<file path="config.mk">
export PLATFORM = sky130hd
export DESIGN_NAME = jtag_tap_boundary_scan
export DESIGN_NICKNAME = d
export VERILOG_FILES = /design/src/core/tap_pkg.sv /design/src/core/sync2.sv /design/src/core/jtag_tap_boundary_scan.sv
export VERILOG_INCLUDE_DIRS = /design/src /design/src/core
export SDC_FILE = /design/constraint.sdc
export NUM_CORES = 1
export LEC_CHECK = 0
export ABC_CLOCK_PERIOD_IN_PS = 2500
export BUFFER_PORTS_ARGS = -buffer_cell sky130_fd_sc_hd__buf_2
export CORE_UTILIZATION = 40
export CTS_BUF_LIST = sky130_fd_sc_hd__clkbuf_8
export DETAILED_ROUTE_END_ITERATION = 12
export PLACE_DENSITY = 0.67
export SETUP_SLACK_MARGIN = 0.15
export SYNTH_ARGS = -nofsm -noshare
export SYNTH_HDL_FRONTEND = slang
export SYNTH_SLANG_ARGS = --single-unit
</file>
<file path="constraint.sdc">
create_clock -name mclk -period 2.5 [get_ports mclk]
set_clock_uncertainty 0.2 [all_clocks]
set_input_delay 0.125 -clock mclk [delete_from_list [all_inputs] [get_ports mclk]]
set_output_delay 0.125 -clock mclk [all_outputs]
set_load 0.005 [all_outputs]
</file>
<file path="src/core/tap_regs.svh">
/*
  Constants for the test access port: instruction codes, chain layout and
  register widths. Assumes it is included by bare name, definitions only.
*/
`ifndef TAP_REGS_SVH
`define TAP_REGS_SVH

// ----------------------------------------------------------------------
// instruction register
// ----------------------------------------------------------------------
`define IR_W          3
`define IR_EXTEST     3'h0
`define IR_IDCODE     3'h1
`define IR_SAMPLE     3'h2
`define IR_CLAMP      3'h3
`define IR_BYPASS     3'h7
// fixed pattern loaded into the instruction shifter on capture
`define IR_CAPTURE    3'h1

// ----------------------------------------------------------------------
// data registers
// ----------------------------------------------------------------------
`define CHAIN_LEN     77
`define ID_W          32
// one bit per chain cell, bit n-1 for cell n; set means output-type cell
`define OUT_CELL_MASK 77'h1_2555_5460_08b7_b16f_606
// consecutive tms-high edges that force test-logic-reset from anywhere
`define TMS_RESET_EDGES 3'h5
// mclk edges after reset before the pin synchroniser and the tck edge register both hold real levels
`define TCK_SETTLE    2'h3

`endif

</file>
<file path="src/core/tap_pkg.sv">
/*
  Types shared by the test access port files.
  Assumes tap_regs.svh supplies the numeric constants.
*/
package tap_pkg;

  // ----------------------------------------------------------------------
  // controller states
  // ----------------------------------------------------------------------
  typedef enum logic [3:0] {
    st_reset, st_idle,
    st_sel_dr, st_cap_dr, st_shift_dr, st_exit1_dr, st_pause_dr, st_exit2_dr, st_upd_dr,
    st_sel_ir, st_cap_ir, st_shift_ir, st_exit1_ir, st_pause_ir, st_exit2_ir, st_upd_ir
  } tap_state_t;

  // ----------------------------------------------------------------------
  // pin groups
  // ----------------------------------------------------------------------
  typedef struct packed {
    logic tck;
    logic tms;
    logic tdi;
  } jtag_in_t;

  typedef struct packed {
    logic tdo;
    logic tdo_oe_n;
  } jtag_out_t;

endpackage

</file>
<file path="src/core/sync2.sv">
/*
  Two-flop synchroniser for a bundle of asynchronous levels.
  Assumes each bit is an independent level; no bus coherence is given.
*/
`timescale 1ns/100ps
module sync2 #(
  parameter int W = 1
) (
  input  wire logic         mclk,  // system clock
  input  wire logic         reset, // synchronous, active high
  input  wire logic         en,    // clock enable
  input  wire logic [W-1:0] d,     // asynchronous input
  output logic      [W-1:0] q      // synchronised output
);

  logic [W-1:0] meta_reg;

  if (W < 1) begin
    $error("sync2: W must be at least 1");
  end

  always_ff @(posedge mclk) begin
    if (reset) begin
      meta_reg <= '0;
      q        <= '0;
    end else if (en) begin
      meta_reg <= d;
      q        <= meta_reg;
    end
  end

endmodule

</file>
<file path="src/core/jtag_tap_boundary_scan.sv">
/*
  Test access port: sixteen-state controller, 3-bit instruction register,
  boundary chain with latched parallel outputs, single-bit passthrough and
  identification register. Assumes tck/tms/tdi arrive asynchronously and
  are oversampled by mclk, which must run well above tck (bench: 40 MHz
  against 5 MHz).
*/
`timescale 1ns/100ps
`include "tap_regs.svh"

module jtag_tap_boundary_scan
  import tap_pkg::*;
#(
  parameter int          CHAIN_LEN = `CHAIN_LEN,
  parameter logic [31:0] ID_VALUE  = 32'h1234_5679  // arbitrary value, bit 0 set
) (
  input  wire logic                 mclk,       // system clock, 40 MHz
  input  wire logic                 reset,      // synchronous, active high
  input  wire logic                 clk_en,     // freezes all state when low
  input  wire jtag_in_t             jtag_in,    // tck, tms, tdi pins
  output jtag_out_t                 jtag_out,   // tdo and its enable (low drives)
  input  wire logic [CHAIN_LEN-1:0] cell_obs,   // pin levels seen by each cell
  input  wire logic [CHAIN_LEN-1:0] core_drive, // values normal logic drives
  output logic      [CHAIN_LEN-1:0] cell_drive, // values to the output pins
  output logic                      test_active // pins under boundary control
);

  // ----------------------------------------------------------------------
  // pin synchronisation and tck edge detection
  // ----------------------------------------------------------------------
  jtag_in_t             pins_s;
  logic [CHAIN_LEN-1:0] obs_s;
  logic                 tck_d_reg;

  if (CHAIN_LEN != `CHAIN_LEN) begin
    $error("chain length must match the cell map");
  end
  if (ID_VALUE[0] != 1'b1) begin
    $error("identification bit 0 must be one");
  end

  sync2 #(.W($bits(jtag_in_t))) u_pin_sync (
    .mclk  (mclk),
    .reset (reset),
    .en    (clk_en),
    .d     (jtag_in),
    .q     (pins_s)
  );

  // input and output cells of a bidirectional pin observe the same level
  sync2 #(.W(CHAIN_LEN)) u_obs_sync (
    .mclk  (mclk),
    .reset (reset),
    .en    (clk_en),
    .d     (cell_obs),
    .q     (obs_s)
  );

  always_ff @(posedge mclk) begin
    if (reset) tck_d_reg <= 1'b0;
    else if (clk_en) tck_d_reg <= pins_s.tck;
  end

  // the synchroniser restarts from zero while tck may idle high, so edges
  // are ignored until it holds real pin levels; otherwise reset fakes a rise
  logic [1:0] settle_reg;

  always_ff @(posedge mclk) begin
    if (reset) settle_reg <= '0;
    else if (clk_en && settle_reg != `TCK_SETTLE) settle_reg <= settle_reg + 2'h1;
  end

  wire settled  = (settle_reg == `TCK_SETTLE);
  wire tck_rise = clk_en & settled & pins_s.tck & ~tck_d_reg;
  wire tck_fall = clk_en & settled & ~pins_s.tck & tck_d_reg;
  wire tms      = pins_s.tms;
  wire tdi      = pins_s.tdi;

  // ----------------------------------------------------------------------
  // controller
  // ----------------------------------------------------------------------
  tap_state_t state_reg, state_next;

  always_comb begin
    case (state_reg)
      st_reset:    state_next = tms ? st_reset    : st_idle;
      st_idle:     state_next = tms ? st_sel_dr   : st_idle;
      st_sel_dr:   state_next = tms ? st_sel_ir   : st_cap_dr;
      st_cap_dr:   state_next = tms ? st_exit1_dr : st_shift_dr;
      st_shift_dr: state_next = tms ? st_exit1_dr : st_shift_dr;
      st_exit1_dr: state_next = tms ? st_upd_dr   : st_pause_dr;
      st_pause_dr: state_next = tms ? st_exit2_dr : st_pause_dr;
      st_exit2_dr: state_next = tms ? st_upd_dr   : st_shift_dr;
      st_upd_dr:   state_next = tms ? st_sel_dr   : st_idle;
      st_sel_ir:   state_next = tms ? st_reset    : st_cap_ir;
      st_cap_ir:   state_next = tms ? st_exit1_ir : st_shift_ir;
      st_shift_ir: state_next = tms ? st_exit1_ir : st_shift_ir;
      st_exit1_ir: state_next = tms ? st_upd_ir   : st_pause_ir;
      st_pause_ir: state_next = tms ? st_exit2_ir : st_pause_ir;
      st_exit2_ir: state_next = tms ? st_upd_ir   : st_shift_ir;
      st_upd_ir:   state_next = tms ? st_sel_dr   : st_idle;
      default:     state_next = st_reset;
    endcase
  end

  always_ff @(posedge mclk) begin
    if (reset) state_reg <= st_reset;
    else if (tck_rise) state_reg <= state_next;
  end

  // ----------------------------------------------------------------------
  // instruction register
  // ----------------------------------------------------------------------
  logic [`IR_W-1:0] ir_shift_reg;
  logic [`IR_W-1:0] ir_reg;

  // a power-up pulse on reset and the reset state both select idcode
  always_ff @(posedge mclk) begin
    if (reset) begin
      ir_shift_reg <= `IR_IDCODE;
      ir_reg       <= `IR_IDCODE;
    end else if (clk_en && state_reg == st_reset) begin
      ir_shift_reg <= `IR_IDCODE;
      ir_reg       <= `IR_IDCODE;
    end else begin
      if (tck_rise && state_reg == st_cap_ir) ir_shift_reg <= `IR_CAPTURE;
      if (tck_rise && state_reg == st_shift_ir)
        ir_shift_reg <= {tdi, ir_shift_reg[`IR_W-1:1]};
      // apart from reset and the reset state, the instruction only changes here, never in the dr branch
      if (tck_fall && state_reg == st_upd_ir) ir_reg <= ir_shift_reg;
    end
  end

  wire sel_chain  = (ir_reg == `IR_EXTEST) | (ir_reg == `IR_SAMPLE);
  wire sel_id     = (ir_reg == `IR_IDCODE);
  wire pins_owned = (ir_reg == `IR_EXTEST) | (ir_reg == `IR_CLAMP);

  // ----------------------------------------------------------------------
  // data registers
  // ----------------------------------------------------------------------
  logic [CHAIN_LEN-1:0] chain_reg;
  logic [CHAIN_LEN-1:0] chain_upd_reg;
  logic [`ID_W-1:0]     id_reg;
  logic                 pass_reg;

  wire dr_cap   = tck_rise && state_reg == st_cap_dr;
  wire dr_shift = tck_rise && state_reg == st_shift_dr;

  always_ff @(posedge mclk) begin
    if (reset) begin
      chain_reg <= '0;
      id_reg    <= '0;
      pass_reg  <= 1'b0;
    end else begin
      if (dr_cap && sel_chain) chain_reg <= obs_s;
      if (dr_shift && sel_chain) chain_reg <= {tdi, chain_reg[CHAIN_LEN-1:1]};
      if (dr_cap && sel_id) id_reg <= ID_VALUE;
      if (dr_shift && sel_id) id_reg <= {tdi, id_reg[`ID_W-1:1]};
      if (dr_cap && !sel_chain && !sel_id) pass_reg <= 1'b0;
      if (dr_shift && !sel_chain && !sel_id) pass_reg <= tdi;
    end
  end

  // parallel latch keeps pins steady while the shifter moves
  always_ff @(posedge mclk) begin
    if (reset) chain_upd_reg <= '0;
    else if (tck_fall && state_reg == st_upd_dr && sel_chain)
      chain_upd_reg <= chain_reg;
  end

  // only output-type cells may take over a pin; input cells just observe
  wire [CHAIN_LEN-1:0] out_mask = `OUT_CELL_MASK;
  wire owned_now = pins_owned && state_reg != st_reset;
  wire [CHAIN_LEN-1:0] drive_next =
    owned_now ? ((chain_upd_reg & out_mask) | (core_drive & ~out_mask)) : core_drive;

  always_ff @(posedge mclk) begin
    if (reset) begin
      cell_drive  <= '0;
      test_active <= 1'b0;
    end else if (clk_en) begin
      cell_drive  <= drive_next;
      test_active <= owned_now;
    end
  end

  // ----------------------------------------------------------------------
  // serial output
  // ----------------------------------------------------------------------
  wire dr_out   = sel_chain ? chain_reg[0] : (sel_id ? id_reg[0] : pass_reg);
  wire shifting = state_reg == st_shift_dr || state_reg == st_shift_ir;
  wire tdo_next = (state_reg == st_shift_ir) ? ir_shift_reg[0] : dr_out;

  always_ff @(posedge mclk) begin
    if (reset) begin
      jtag_out.tdo      <= 1'b0;
      jtag_out.tdo_oe_n <= 1'b1;
    end else if (tck_fall) begin
      jtag_out.tdo      <= shifting ? tdo_next : 1'b0;
      jtag_out.tdo_oe_n <= ~shifting;
    end
  end

  logic [2:0] tms_ones_reg;
  always_ff @(posedge mclk) begin
    if (reset) tms_ones_reg <= '0;
    else if (tck_rise) tms_ones_reg <= !tms ? 3'h0 :
      (tms_ones_reg == `TMS_RESET_EDGES) ? tms_ones_reg : tms_ones_reg + 3'h1;
  end
endmodule

</file>
==> metrics.csv <==
metric,value,unit
status,finished clean,
ys async rst share,0,%
Final Cycle Share,93.9,%
Max Slew Vio Count,0,
synth unique cells,48,
H-tree Lvls,3,
Detailed Route Iter0 Violations,597,
clk buf depth,3,
I/O pins,240,
Area Growth Syn to Fin,39.1,%
Max IR drop VDD,0.368,mV
FP Rows,70,
fin util,56.6,%
clock-pin slew on the worst setup and hold paths,60,ps
minimum clock period,2350,ps
Post-synth EDFFs,0,
die footprint,38100,um2
starting density of the core,40.7,%
layout cell share with drive strength beyond 1,19.5,%
final-report setup violation count,0,
Post-DRT Antenna Nets,0,
Syn Nets,1695,
unrepaired setup endpoints after global routing,no,
worst-margin pin slew,877,ps
Final Power,13.7,mW
DRC errors left,0,
Critical Path End Type,register,
Syn. warnings,0,
n_diodes,0,
die width,195,um
grt ovf,0,
Fill cells,3081,
cts bufs inserted,67,
synth top area cells,"dfxtp_1, mux2i_1, nor2_1",
multi-input logic area,6440,um2
CP arrival,2620,ps
DR vias/cell,5.16,
Post-Route Setup TNS,0,ps
final net count,2183,
Seq cells post-synth,397,
Core Area,36700,um2
WL final,40.7,mm
Hold Fails Final Rpt,0,
clock latency at the later pin of the worst-skew pair,600,ps
PwrDens,659,nW/um2
cell count after placement,2138,
dpl hpwl,22.1,mm
Synth Flop Type,dfxtp_1,
Syn Area/Cell,9.73,um2
vias in the first global route,13300,
post-synthesis sequential area ratio,53.2,%
gpl congestion,0.832,
critical path class,input port to register,
first-pass GRT wire length,65.5,mm
synthesized cell area,14900,um2
via count,13100,
CTS tree,yes,
top cell type's share of synthesized area,53.2,%
Wirelength per Cell,16.0,um
largest net degree at the start of global routing,188,
final std cells w/o fill,2536,
"critical path fanouts, max",108,
Rel. slew slack,41.5,%
Critical Path Start Type,input port,
Cells after Synth,1534,
Sinks on Clock Net,397,
die height,195,um
antenna violations before repair,0,
Fmax,0.426,GHz
cell taking the most area after synthesis,dfxtp_1,
port bufs,239,
Critical Path RT,2770,ps
Leakage,8.83,nW
DRT Pass-1 Iters,6,
Tot GR Track Use,21.0,%
Root Buffer,clkbuf_8,
worst hold path class,input port to register,
storage element area,7950,um2
max-cap violations,0,
==> what timing repair did <==
item / 4_1_cts / 5_1_grt
endpoints found under the setup margin: 0 / 89
resized for setup: 0 / 5
hold endpoints to repair: 349 / 0
hold buffers: 280 / 0
setup buffers: 0 / 2
==> area by class of cell <==
| class | instances | area share (%) |
|---|---|---|
| clock buffer | 88 | 5.83 |
| inverter | 4 | 0.0723 |
| clock inverter | 27 | 0.753 |
| timing repair buffer | 553 | 21.3 |
| sequential | 397 | 38.3 |
| multi-input combinational | 999 | 31.0 |
| tap | 468 | 2.82 |
==> synthesized netlist by cell type (2+ instances only) <==
library cell	instances
xnor2_1	3
nor2_1	268
o211ai_1	2
or3_1	2
buf_1	26
buf_4	4
nand3_1	4
a2111o_1	2
dfxtp_1	397
nor2b_1	2
mux2i_1	241
a22oi_1	18
nor3_1	9
a21oi_1	123
a31oi_1	2
nor4b_1	2
o221ai_2	10
a211oi_1	37
o221a_2	11
buf_6	2
clkbuf_1	78
inv_1	4
nand2_1	156
buf_2	24
o21ai_0	11
nand4b_1	3
o221a_1	3
and3_1	2
and4b_1	2
o221ai_1	68
==> logic make-up after synthesis <==
logic type	after synthesis	share of synthesized area, %
AND/OR/NAND/NOR	460	12.4
flip-flops	397	53.2
AO/OA/AOI/OAI	293	14.0
multiplexers	241	16.2
buffers and inverters	138	3.87
XOR/XNOR	4	0.235
adder cells (fa/ha/maj)	1	0.0838
==> power breakdown <==
group          total (mW)  internal (mW)  switching (mW)
registers            6.65           6.53           0.120
logic                1.18          0.676           0.505
clock network        5.85           3.25            2.60
==> layout by cell type, fill, tap and decap left out, types with 4 or more instances in the layout <==
| master | instances |
|---|---|
| a211oi_1 | 37 |
| a21oi_1 | 123 |
| a22oi_1 | 18 |
| buf_12 | 8 |
| buf_2 | 237 |
| buf_4 | 23 |
| clkbuf_8 | 88 |
| clkinv_2 | 5 |
| clkinvlp_4 | 4 |
| dfxtp_1 | 396 |
| dlygate4sd3_1 | 280 |
| inv_1 | 20 |
| mux2i_1 | 241 |
| nand2_1 | 155 |
| nor2_1 | 268 |
| nor3_1 | 8 |
| o21ai_0 | 11 |
| o221a_2 | 11 |
| o221ai_1 | 68 |
| o221ai_2 | 10 |
==> path summary, 6_finish.rpt <==
| path | cells after the start | start | slack (ps) | to |
|---|---|---|---|---|
| worst max register to register | 5 | state_reg[2] | 250 | chain_reg[38] |
| worst max-delay path | 6 | clk_en | 150 | cell_drive[75] |
| worst min register to register | 2 | chain_upd_reg[39] | 250 | chain_upd_reg[39] |
| worst min-delay path | 4 | cell_obs[51] | 130 | u_obs_sync.meta_reg[51] |
==> metrics by stage <==
stage               cell area, um2  setup slack (ps)  hold slack (ps)
global placement             16500               272              158
detailed placement           16500               210              167
finish                       20800               152              127
CTS                          20700               184             77.6
global route                 20800               149              128
floorplan                    14900               373             72.2
==> critical path: stages <==
cell and delay [ps]:
dlygate4sd3_1 560, buf_8 260, buf_12 520, mux2i_1 320, nor2_1 70, dlygate4sd3_1 590
==> routing by layer <==
layer  vias up  wire (um)  global-route usage (%)
met5         -          0                       0
li1       6400          -                       -
met3       103       1890                    3.64
met4         0       1510                    10.1
met2       344      19700                    36.0
met1      6233      17600                    25.4
No activity file was read; power rests on OpenSTA's default activity.
